[config.mk]
export PLATFORM = sky130hd
export DESIGN_NAME = tcr_timers
export DESIGN_NICKNAME = d
export VERILOG_FILES = /design/src/tcr_pkg.sv /design/src/tcr_timers.sv
export SDC_FILE = /design/constraint.sdc
export NUM_CORES = 1
export LEC_CHECK = 0
export ABC_AREA = 0
export BUFFER_PORTS_ARGS = -buffer_cell sky130_fd_sc_hd__buf_2
export CORE_ASPECT_RATIO = 1.1
export CORE_MARGIN = 4
export CORE_UTILIZATION = 60
export CTS_CLUSTER_DIAMETER = 150
export DETAILED_ROUTE_END_ITERATION = 16
export PLACE_DENSITY = 0.81
export SLEW_MARGIN = 30
export SYNTH_ARGS = -nofsm -noshare
export SYNTH_HDL_FRONTEND = slang
export SYNTH_SLANG_ARGS = --single-unit
[constraint.sdc]
create_clock -name ref_clk -period 6.2 [get_ports ref_clk]
set_input_delay 0.62 -clock ref_clk [delete_from_list [all_inputs] [get_ports ref_clk]]
set_output_delay 0.62 -clock ref_clk [all_outputs]
set_load 0.03 [all_outputs]
[src/tcr_pkg.sv]
// tcr_pkg: constants for the timer and clock routing block
// assumes a plain register port and a single system clock
package tcr_pkg;
    // register port geometry
    localparam int TCR_AW = 8;
    localparam int TCR_DW = 32;
    localparam int TCR_STRIDE = 4;
    // register byte addresses
    localparam logic [TCR_AW-1:0] TCR_MODE_BASE = 8'h00;
    localparam logic [TCR_AW-1:0] TCR_REF_BASE = 8'h10;
    localparam logic [TCR_AW-1:0] TCR_CNT_BASE = 8'h20;
    localparam logic [TCR_AW-1:0] TCR_ROUTE_ADDR = 8'h30;
    localparam logic [TCR_AW-1:0] TCR_BSEL_ADDR = 8'h34;
    localparam logic [TCR_AW-1:0] TCR_RGN_BASE = 8'h40;
    // timer mode fields
    localparam int TCR_F_SRC = 0;
    localparam int TCR_F_EDGE = 2;
    localparam int TCR_F_TOG = 4;
    localparam int TCR_F_GATE = 5;
    localparam int TCR_F_EN = 6;
    localparam int TCR_MODE_W = 7;
    // clock source codes
    localparam logic [1:0] TCR_SRC_CASC = 2'h0;
    localparam logic [1:0] TCR_SRC_SYS = 2'h1;
    localparam logic [1:0] TCR_SRC_DIV = 2'h2;
    localparam logic [1:0] TCR_SRC_PIN = 2'h3;
    // capture edge bits
    localparam int TCR_E_RISE = 0;
    localparam int TCR_E_FALL = 1;
    // routing fields
    localparam int TCR_F_EXT5 = 0;
    localparam int TCR_F_DCLK = 1;
    localparam int TCR_ROUTE_W = 2;
    localparam int TCR_BSEL_W = 5;
    // pin index of the fifth external clock
    localparam int TCR_EXT5_IX = 4;
    // prescaler
    localparam int TCR_DIV16 = 16;
    localparam int TCR_PRE_W = 4;
    // values after reset
    localparam logic [TCR_MODE_W-1:0] TCR_MODE_RST = 7'h00;
    localparam logic [15:0] TCR_REF_RST = 16'hffff;
    localparam logic [15:0] TCR_RGN_RST = 16'h0000;
    localparam logic [TCR_ROUTE_W-1:0] TCR_ROUTE_RST = 2'h0;
    localparam logic [TCR_DW-1:0] TCR_BSEL_RST = 32'h0000_0000;
endpackage

[src/tcr_timers.sv]
// tcr_timers: four timers, rate generators and clock routing
// assumes pins arrive asynchronously and software uses the reg port
`timescale 1ns/1ps
module tcr_timers #(
    parameter int N_TMR = 4,
    parameter int N_RGN = 8,
    parameter int N_CLK = 10,
    parameter int N_CTRL = 4,
    parameter int TW = 16
) (
    // clock, reset, enable
    input wire logic ref_clk,
    input wire logic rst_b,
    input wire logic clk_en,
    // register port
    input wire logic [tcr_pkg::TCR_AW-1:0] reg_addr,
    input wire logic [tcr_pkg::TCR_DW-1:0] reg_wdata,
    input wire logic reg_wr,
    input wire logic reg_rd,
    output logic [tcr_pkg::TCR_DW-1:0] reg_rdata,
    // timer pins
    input wire logic [N_TMR-1:0] timer_in_pin,
    input wire logic gate_in_a,
    input wire logic gate_in_b,
    output logic [N_TMR-1:0] timer_out_pin,
    // clock pins and routed clocks
    input wire logic [N_CLK-1:0] ext_clock_in,
    input wire logic dedicated_timer_clock_pin,
    output logic [N_RGN-1:0] baud_rate_gen_out,
    output logic [N_CTRL-1:0] bank_clk_out,
    output logic unit_timer_tick
);
    import tcr_pkg::*;

    // positions inside the synchroniser vector
    localparam int NS = N_TMR + 2 + N_CLK + 1;
    localparam int GA = N_TMR;
    localparam int GB = N_TMR + 1;
    localparam int CB = N_TMR + 2;
    localparam int TM = NS - 1;
    localparam int IX5 = CB + TCR_EXT5_IX;
    localparam int NB = N_CLK + N_RGN;

    // register address match
    function automatic logic dec(input logic [TCR_AW-1:0] a,
                                 input logic [TCR_AW-1:0] base,
                                 input int i);
        dec = (a == base + TCR_AW'(i * TCR_STRIDE));
    endfunction

    // synchroniser stages and filtered pin levels
    logic [NS-1:0] pins;
    logic [NS-1:0] s1_r, s2_r, s3_r;
    logic [NS-1:0] flt_r, flt_d_r, flt_nxt;
    logic [NS-1:0] rise, fall;
    // configuration registers
    logic [TCR_MODE_W-1:0] mode_r [N_TMR];
    logic [TW-1:0] ref_r [N_TMR];
    logic [TCR_ROUTE_W-1:0] route_r;
    logic [TCR_DW-1:0] bsel_r;
    logic [TW-1:0] div_r [N_RGN];
    // timer state
    logic [TW-1:0] cnt_r [N_TMR];
    logic [TW-1:0] cnt_nxt [N_TMR];
    logic [N_TMR-1:0] hit, hit_r, out_r, out_nxt;
    logic [TCR_PRE_W-1:0] pre_r;
    logic pre_tick;
    // rate generators and routing
    logic [TW-1:0] bcnt_r [N_RGN];
    logic [TW-1:0] bcnt_nxt [N_RGN];
    logic [N_RGN-1:0] rgn_src, rgn_ev, rgn_r;
    logic [NB-1:0] bank_src;
    logic [N_CTRL-1:0] bank_r, bank_nxt;
    logic ext5_sel, dclk_sel, rate_gen1_out, unit_r, unit_nxt;
    logic [TCR_DW-1:0] rd_val, rdata_r;

    // all pins into one vector
    assign pins = {dedicated_timer_clock_pin, ext_clock_in,
                   gate_in_b, gate_in_a, timer_in_pin};
    // take new level once stages two and three agree
    assign flt_nxt = (s2_r & s3_r) | (flt_r & (s2_r ^ s3_r));
    assign rise = flt_r & ~flt_d_r;
    assign fall = ~flt_r & flt_d_r;

    // three-stage synchroniser with agreement filter
    always_ff @(posedge ref_clk or negedge rst_b) begin
        if (!rst_b) begin
            s1_r <= '0;
            s2_r <= '0;
            s3_r <= '0;
            flt_r <= '0;
            flt_d_r <= '0;
        end else if (clk_en) begin
            s1_r <= pins;
            s2_r <= s1_r;
            s3_r <= s2_r;
            flt_r <= flt_nxt;
            flt_d_r <= flt_r;
        end
    end

    // free-running divide-by-16 prescaler
    assign pre_tick = (pre_r == TCR_PRE_W'(TCR_DIV16 - 1));
    always_ff @(posedge ref_clk or negedge rst_b) begin
        if (!rst_b) begin
            pre_r <= '0;
        end else if (clk_en) begin
            pre_r <= pre_r + 1'b1;
        end
    end

    // software-writable configuration
    always_ff @(posedge ref_clk or negedge rst_b) begin
        if (!rst_b) begin
            for (int i = 0; i < N_TMR; i++) begin
                mode_r[i] <= TCR_MODE_RST;
                ref_r[i] <= TW'(TCR_REF_RST);
            end
            for (int j = 0; j < N_RGN; j++) begin
                div_r[j] <= TW'(TCR_RGN_RST);
            end
            route_r <= TCR_ROUTE_RST;
            bsel_r <= TCR_BSEL_RST;
        end else if (clk_en && reg_wr) begin
            for (int i = 0; i < N_TMR; i++) begin
                if (dec(reg_addr, TCR_MODE_BASE, i)) begin
                    mode_r[i] <= reg_wdata[TCR_MODE_W-1:0];
                end
                if (dec(reg_addr, TCR_REF_BASE, i)) begin
                    ref_r[i] <= reg_wdata[TW-1:0];
                end
            end
            for (int j = 0; j < N_RGN; j++) begin
                if (dec(reg_addr, TCR_RGN_BASE, j)) begin
                    div_r[j] <= reg_wdata[TW-1:0];
                end
            end
            if (reg_addr == TCR_ROUTE_ADDR) begin
                route_r <= reg_wdata[TCR_ROUTE_W-1:0];
            end
            if (reg_addr == TCR_BSEL_ADDR) begin
                bsel_r <= reg_wdata;
            end
        end
    end

    // per-timer clock select, gate and compare
    for (genvar i = 0; i < N_TMR; i++) begin : g_tmr
        // first half on gate a, second half on gate b
        localparam int GI = (i < N_TMR / 2) ? GA : GB;
        localparam int PV = (i + N_TMR - 1) % N_TMR;
        logic [1:0] src, edg;
        logic en, tog, gen, pin_ev, src_ev, gate_ok, rst_cnt, tick;
        assign src = mode_r[i][TCR_F_SRC +: 2];
        assign edg = mode_r[i][TCR_F_EDGE +: 2];
        assign tog = mode_r[i][TCR_F_TOG];
        assign gen = mode_r[i][TCR_F_GATE];
        assign en = mode_r[i][TCR_F_EN];
        // chosen capture edges of the input pin
        assign pin_ev = (edg[TCR_E_RISE] & rise[i])
                      | (edg[TCR_E_FALL] & fall[i]);
        // source mux; cascade takes previous timer's event
        assign src_ev = (src == TCR_SRC_CASC) ? hit_r[PV]
                      : (src == TCR_SRC_SYS) ? 1'b1
                      : (src == TCR_SRC_DIV) ? pre_tick
                      : pin_ev;
        // gate low lets it count, gate falling edge restarts
        assign gate_ok = !gen || !flt_r[GI];
        assign rst_cnt = !en || (gen && fall[GI]);
        assign tick = en && gate_ok && src_ev;
        assign hit[i] = tick && (cnt_r[i] == ref_r[i]);
        // count wraps to zero on the reference value
        assign cnt_nxt[i] = (rst_cnt || hit[i]) ? '0
                          : tick ? cnt_r[i] + 1'b1 : cnt_r[i];
        // low pulse, or invert the present level
        assign out_nxt[i] = tog ? (out_r[i] ^ hit[i])
                                : !hit[i];

        property p_pulse;
            @(posedge ref_clk) disable iff (!rst_b || !clk_en)
            hit[i] && !tog |=> !timer_out_pin[i];
        endproperty
        a_pulse: assert property (p_pulse)
            else $error("pulse mode output not low after match");

        property p_toggle;
            @(posedge ref_clk) disable iff (!rst_b || !clk_en)
            hit[i] && tog |=> timer_out_pin[i] != $past(timer_out_pin[i]);
        endproperty
        a_toggle: assert property (p_toggle)
            else $error("toggle mode output did not invert");

        property p_wrap;
            @(posedge ref_clk) disable iff (!rst_b || !clk_en)
            hit[i] |=> cnt_r[i] == '0;
        endproperty
        a_wrap: assert property (p_wrap)
            else $error("counter not cleared after match");

        property p_gate;
            @(posedge ref_clk) disable iff (!rst_b || !clk_en)
            en && gen && flt_r[GI] |=> $stable(cnt_r[i]);
        endproperty
        a_gate: assert property (p_gate)
            else $error("counter moved while gate high");

        property p_edge;
            @(posedge ref_clk) disable iff (!rst_b || !clk_en)
            src == TCR_SRC_PIN && edg == 2'h1 && fall[i] |-> !tick;
        endproperty
        a_edge: assert property (p_edge)
            else $error("rise-only capture counted a fall");

        property p_casc;
            @(posedge ref_clk) disable iff (!rst_b || !clk_en)
            src == TCR_SRC_CASC && en && gate_ok && hit_r[PV]
                && !hit[i] && !rst_cnt
                |=> cnt_r[i] == TW'($past(cnt_r[i]) + 1'b1);
        endproperty
        a_casc: assert property (p_casc)
            else $error("cascaded timer missed carry");

        c_casc: cover property (@(posedge ref_clk)
            src == TCR_SRC_CASC && hit[i]);
        c_pulse: cover property (@(posedge ref_clk) hit[i] && !tog);
    end

    // timer counters, outputs and carry registers
    always_ff @(posedge ref_clk or negedge rst_b) begin
        if (!rst_b) begin
            for (int i = 0; i < N_TMR; i++) begin
                cnt_r[i] <= '0;
            end
            hit_r <= '0;
            out_r <= '1;
        end else if (clk_en) begin
            for (int i = 0; i < N_TMR; i++) begin
                cnt_r[i] <= cnt_nxt[i];
            end
            hit_r <= hit;
            out_r <= out_nxt;
        end
    end

    // routing controls
    assign ext5_sel = route_r[TCR_F_EXT5];
    assign dclk_sel = route_r[TCR_F_DCLK];

    // rate generators: toggle when count meets divisor
    for (genvar j = 0; j < N_RGN; j++) begin : g_rgn
        if (j == 0) begin : g_first
            // fifth clock pin when selected, else internal
            assign rgn_src[j] = ext5_sel ? rise[IX5] : 1'b1;
        end else begin : g_rest
            assign rgn_src[j] = 1'b1;
        end
        assign rgn_ev[j] = rgn_src[j] && (bcnt_r[j] == div_r[j]);
        assign bcnt_nxt[j] = rgn_ev[j] ? '0
                           : rgn_src[j] ? bcnt_r[j] + 1'b1 : bcnt_r[j];
    end

    // rate generator state
    always_ff @(posedge ref_clk or negedge rst_b) begin
        if (!rst_b) begin
            for (int j = 0; j < N_RGN; j++) begin
                bcnt_r[j] <= '0;
            end
            rgn_r <= '0;
        end else if (clk_en) begin
            for (int j = 0; j < N_RGN; j++) begin
                bcnt_r[j] <= bcnt_nxt[j];
            end
            rgn_r <= rgn_r ^ rgn_ev;
        end
    end

    // bank selector: codes below N_CLK pick pins, then generators
    assign bank_src = {rgn_r, flt_r[CB +: N_CLK]};
    for (genvar k = 0; k < N_CTRL; k++) begin : g_bank
        logic [TCR_BSEL_W-1:0] sel;
        assign sel = bsel_r[k * TCR_BSEL_W +: TCR_BSEL_W];
        assign bank_nxt[k] = (int'(sel) < NB) ? bank_src[sel]
                                              : 1'b0;
    end

    // unit timer tick: dedicated pin overrides the generator
    assign rate_gen1_out = rgn_r[0];
    assign unit_nxt = dclk_sel ? rise[TM]
                    : (rgn_ev[0] && !rate_gen1_out);

    // read mux; unmapped offsets read zero
    always_comb begin
        rd_val = '0;
        for (int i = 0; i < N_TMR; i++) begin
            if (dec(reg_addr, TCR_MODE_BASE, i)) begin
                rd_val = TCR_DW'(mode_r[i]);
            end
            if (dec(reg_addr, TCR_REF_BASE, i)) begin
                rd_val = TCR_DW'(ref_r[i]);
            end
            if (dec(reg_addr, TCR_CNT_BASE, i)) begin
                rd_val = TCR_DW'(cnt_r[i]);
            end
        end
        for (int j = 0; j < N_RGN; j++) begin
            if (dec(reg_addr, TCR_RGN_BASE, j)) begin
                rd_val = TCR_DW'(div_r[j]);
            end
        end
        if (reg_addr == TCR_ROUTE_ADDR) begin
            rd_val = TCR_DW'(route_r);
        end
        if (reg_addr == TCR_BSEL_ADDR) begin
            rd_val = bsel_r;
        end
    end

    // registered outputs: routing and read data
    always_ff @(posedge ref_clk or negedge rst_b) begin
        if (!rst_b) begin
            bank_r <= '0;
            unit_r <= 1'b0;
            rdata_r <= '0;
        end else if (clk_en) begin
            bank_r <= bank_nxt;
            unit_r <= unit_nxt;
            rdata_r <= reg_rd ? rd_val : '0;
        end
    end

    assign reg_rdata = rdata_r;
    assign timer_out_pin = out_r;
    assign baud_rate_gen_out = rgn_r;
    assign bank_clk_out = bank_r;
    assign unit_timer_tick = unit_r;

    property p_div16;
        @(posedge ref_clk) disable iff (!rst_b || !clk_en)
        pre_tick |=> !pre_tick [*8];
    endproperty
    a_div16: assert property (p_div16)
        else $error("prescaler tick came too early");

    property p_dclk;
        @(posedge ref_clk) disable iff (!rst_b || !clk_en)
        dclk_sel && !rise[TM] |=> !unit_timer_tick;
    endproperty
    a_dclk: assert property (p_dclk)
        else $error("generator reached unit timers with pin selected");

    property p_unit_rgn;
        @(posedge ref_clk) disable iff (!rst_b || !clk_en)
        !dclk_sel && rgn_ev[0] && !rate_gen1_out |=> unit_timer_tick;
    endproperty
    a_unit_rgn: assert property (p_unit_rgn)
        else $error("first generator edge gave no unit tick");

    property p_rgn_int;
        @(posedge ref_clk) disable iff (!rst_b || !clk_en)
        !ext5_sel && bcnt_r[0] == div_r[0]
            |=> baud_rate_gen_out[0] != $past(baud_rate_gen_out[0]);
    endproperty
    a_rgn_int: assert property (p_rgn_int)
        else $error("first generator ignored internal clock");

    c_unit: cover property (@(posedge ref_clk) unit_timer_tick);
endmodule // tcr_timers

==> After elaboration in Yosys (flattened, before gate mapping) <==
Index checks and enable logic that the tools add are counted.
{ "classes": {"add_sub_neg": 13, "order_cmp": 8, "eq_ne": 42, "n_mux": 70, "bitwise": 25, "reduce_logical": 79} }
{ "op_table": {"columns": ["op", "n"], "rows": [
  ["$mux W32", 22],
  ["$mux W16", 17],
  ["$add A16 B1 Y16 const B", 12],
  ["$eq A16 B16 Y1", 12],
  ["$eq A8 B7 Y1 const B", 8],
  ["$and A17 B17 Y17", 3],
  ["$eq A8 B6 Y1 const B", 6],
  ["$reduce_and A2 Y1", 23],
  ["$eq A8 B5 Y1 const B", 4],
  ["$mux W1", 26],
  ["$lt A5 B6 Y1 const B", 4],
  ["$bmux W1 S5", 4],
  ["$lt A5 B5 Y1 const B", 4],
  ["$logic_and A1 B1 Y1", 19],
  ["$not A17 Y17", 1],
  ["$or A17 B17 Y17", 1],
  ["$xor A17 B17 Y17", 1],
  ["$eq A8 B4 Y1 const B", 2],
  ["$logic_not A1 Y1", 15],
  ["$logic_or A1 B1 Y1", 12],
  ["$reduce_bool A2 Y1", 5],
  ["$and A1 B1 Y1", 8],
  ["$eq A2 B1 Y1 const B", 4],
  ["$eq A2 B2 Y1 const B", 4],
  ["other kinds (11)", 20]
]} }
{ "word_totals": {"regBits": 588, "inputBits": 62, "output_inout_bits": 49, "elab_cells": 279} }

==> Logic depth before layout (Yosys ltp) <==
{ "depth": {"ltp_word": 24, "depth_mapped": 10, "depth_no_buf": 8} }

==> Worst setup path before layout <==
OpenSTA, ideal clock, no wires.
{ "synth_path": {"kind": "input -> register", "startpoint": "input reg_addr[5] in the netlist's numbering", "endpoint": "register div_r[101] in the netlist's numbering", "setup_time_ns": 0.125, "arrival_time_ns": 2.321, "required_time_ns": 6.075, "slack_ns": 3.754, "path_stages": 6, "path_buffers": 3, "path_cell_list": "buf_2 > or4b_1 > buf_2 > nor2_2 > buf_4 > mux2_2"} }
{ "synth_via": {"elab_chain_cells": 2} }
{ "synth_rtl": {"columns": ["element", "line_no", "rtl"], "rows": [
  ["from (decl)", "tcr_timers.sv:16", "input wire logic [tcr_pkg::TCR_AW-1:0] reg_addr,"],
  ["$eq A8 B7 Y1", "tcr_timers.sv:48", "dec = (a == base + TCR_AW'(i * TCR_STRIDE));"],
  ["$reduce_and A2 Y1 (no source line)", null, null],
  ["to (signal, indexed assignment)", "tcr_timers.sv:120", "div_r[j] <= TW'(TCR_RGN_RST);"],
  ["to (signal, indexed assignment)", "tcr_timers.sv:135", "div_r[j] <= reg_wdata[TW-1:0];"],
  ["to (decl)", "tcr_timers.sv:61", "logic [TW-1:0] div_r [N_RGN];"]
]} }
No other way between the ends.
A chain may end at the register's enable or synchronous reset.

==> Worst setup path after layout <==
{ "layout_path": {"startpoint": "input reg_addr[3] in the netlist's numbering", "endpoint": "register div_r[8] in the netlist's numbering"} }
The elaborated chain is that of the path after synthesis.

==> metrics.yaml <==
synth:
  async_reset_ff_frac: 1.00
  synthesis.area_um2: 30500
  ys.warnings.count: 0
  seq_area_frac_synth: 0.478
  synth_area_per_cell_um2: 11.0
  syn_inst: 2781
  ys_seq_elements: 579
  syn-num-nets: 2874
  synth_cell_types: 80
  ys.flop_type: "dfrtp_1"
  synth_edf_count: 0
clocking:
  clkTransAtPathRegs_ps: 70
  hold_buffers: 0
  cts_tree: "built"
  cts_sinks: 579
  root_buffer: "clkbuf_16"
  clk_latency_ps: 640
  post_cts_buffers: 0
  cts_made_buffers: 58
  clockBufferDepth: 3
  htree_levels: 2
  cts_resized: 0
setup_path:
  crit_family: "simple AND/OR/NAND/NOR gates"
  cp-end-kind: "flop"
  worst-path-stages: 5
  critical_path_buf_inv_count: 1
  cp_slowest_stage_delay_ps: 810
  r2r_cells: 7
  critPathMaxFanout: 42
  crit_arrival_ps: 3750
  worstPathRequired_ps: 6730
  crit_chain: "buf_2 -> and4bb_2 -> nand2_1 -> nor2_2 -> mux2_2"
  worst_setup_path_start_kind: "input port"
  slowest_stage: "and4bb_2"
  crit_type: "input port to flop"
timing:
  fin_crit_sh: 0.520
  max_slew_margin: 0.354
  skew_ps: 50.0
  rsz0062_at_grt: "false"
  period_needed_ps: 3220
  worst_slew_pin_slew_ps: 964
  hold_viol: 0
  setup_viol: 0
  tns_ps: 0
  timing.fmax_ghz: 0.310
  slew_violations: 0
placed_design:
  place.gp.congestion: 1.07
  placedCellCount: 3417
  port-buffer-count: 110
  place_hpwl_mm: 71.4
  place_area_um2: 31400
route:
  wl_per_cell_um: 28.6
  ant_nets: 0
  num_vias: 24000
  first_pass_iters: 8
  vias_per_cell: 6.80
  wl_mm: 101
  drc: 0
  drt-initial-drc-count: 2747
global_routing:
  grt.total_usage: 0.366
  grt_pass1_wl_mm: 153
  grt_max_degree: 181
  antenna_found_initial: 2
  grt_overflow: 0
  grt_pass1_vias: 23900
floorplan:
  ioPinCount: 111
  core_region_area_um2: 50100
  die-area_um2: 54500
  initial_core_util: 0.608
  row_count: 86
  die_x_um: 223
  die_h_um: 244
layout:
  fin_area_um2: 33700
  utilization: 0.672
  nets: 2913
  synthToLayoutAreaGrowth_pct: 10.5
  stdcell_count: 3531
  drive_gt1_frac: 0.248
power:
  total_leakage_power_uw: 0.0145
  p_total_uw: 10000
  ir_drop_mv: 0.339
  power_density_nw_per_um2: 297
status:
  status: "finished clean"
job:
  max-cap-violations: 0
min_path:
  hold_class: "input port to asynchronous set/reset pin"
[registers in the layout (all words and copies together), names as in the netlist, 8 cells and up]
signal / flops
bsel_r: 32
baud_rate_gen_out: 8
div_r: 128
bcnt_r: 128
g_tmr.edg: 8
s3_r: 17
cnt_r: 64
flt_r: 17
reg_rdata: 32
s1_r: 17
s2_r: 17
flt_d_r: 8
ref_r: 64
g_tmr.src: 8
[cells in the mapped netlist, types with 20 or more instances]
master / count / share of area
dfrtp_1: 511 / 0.42
mux2_2: 330 / 0.12
xnor2_1: 235 / 0.068
nor2_1: 209 / 0.026
nand2_1: 171 / 0.021
o21ai_0: 118 / 0.019
xor2_1: 104 / 0.030
a21oi_1: 99 / 0.016
nand4_1: 95 / 0.020
nand3_1: 81 / 0.013
clkbuf_1: 77 / 0.0095
dfstp_2: 68 / 0.059
buf_2: 60 / 0.0099
nor3_1: 46 / 0.0076
a22oi_1: 39 / 0.0096
and3_1: 36 / 0.0074
and4_1: 31 / 0.0089
ha_1: 31 / 0.013
nor2b_1: 26 / 0.0053
o22ai_1: 24 / 0.0049
a22o_1: 23 / 0.0066
mux2i_1: 23 / 0.0076
mux4_2: 22 / 0.016
inv_1: 21 / 0.0026
o2bb2ai_1: 21 / 0.0060
nand3b_1: 20 / 0.0049
[layer usage]
metal | vias to the layer above | routed length, um | GRT usage
met1 | 12200 | 40300 | 0.516
met2 | 1340 | 46100 | 0.566
li1 | 10200 | - | -
met4 | 0 | 5060 | 0.149
met3 | 303 | 9530 | 0.0683
met5 | - | 0 | 0
[cell usage in the layout (no fill, tap or decap), types with 25 or more instances in the layout]
| master | n |
|---|---|
| clkbuf_16 | 58 |
| dfrtp_1 | 511 |
| and3_1 | 36 |
| ha_1 | 31 |
| nand2_1 | 171 |
| nor3_1 | 46 |
| buf_2 | 108 |
| xnor2_1 | 235 |
| and4_1 | 31 |
| buf_4 | 27 |
| nand3_1 | 81 |
| mux2_2 | 330 |
| xor2_1 | 104 |
| nor2b_1 | 25 |
| a22oi_1 | 39 |
| nor2_1 | 207 |
| dfstp_2 | 68 |
| nand4_1 | 95 |
| a21oi_1 | 98 |
| o21ai_0 | 118 |
[layout make-up]
class	instances	area (um2)
Clock inverter	32	494
Sequential cell	579	14600
Inverter	22	87.6
Timing Repair Buffer	141	865
Multi-Input combinational cell	2018	15200
Fill cell	3683	16500
Clock buffer	77	1650
Tap cell	660	826
Antenna cell	2	5.00
[logic make-up (layout without fill, tap and decap cells)]
logic type / count (synthesis) / count (layout) / share of synthesized area
adders and majority gates: 31 / 31 / 0.0127
muxes: 375 / 375 / 0.146
xor gates and xnor gates: 339 / 339 / 0.0975
AOI/OAI and AO/OA: 461 / 461 / 0.100
and+or+nand+nor: 812 / 812 / 0.139
DFF: 579 / 579 / 0.478
buffers and inverters: 184 / 272 / 0.0264
other: 0 / 2 / 0
[final timing paths]
path / start / end / slack [ps]
max: reg_addr[3] / div_r[8]$_DFFE_PN0P_ / 2980
min: rst_b / g_tmr[1].edg[1]$_DFFE_PN0P_ / 20
max reg2reg: pre_r[0]$_DFFE_PN0P_ / cnt_r[5]$_DFFE_PN0P_ / 3240
min reg2reg: pre_r[3]$_DFFE_PN0P_ / pre_r[3]$_DFFE_PN0P_ / 480
max in group asynchronous: rst_b / div_r[21]$_DFFE_PN0P_ / 4770
min in group ref_clk: reg_wdata[31] / bsel_r[31]$_DFFE_PN0P_ / 200
[metrics by stage]
step | worst slack (ps) | hold slack, ps
2_1_floorplan | 3750 | 324
3_3_place_gp | 2390 | 453
3_5_place_dp | 2460 | 468
4_1_cts | 2870 | 30.0
5_1_grt | 2900 | 77.6
6_report | 2980 | 17.9
[where the power goes]
group | internal (uW) | total, uW | switching, uW
logic | 623 | 1420 | 795
registers | 4130 | 4690 | 563
clock network | 2340 | 3900 | 1560
total | 7100 | 10000 | 2920
Note: power is estimated with default switching activity, not from simulation.
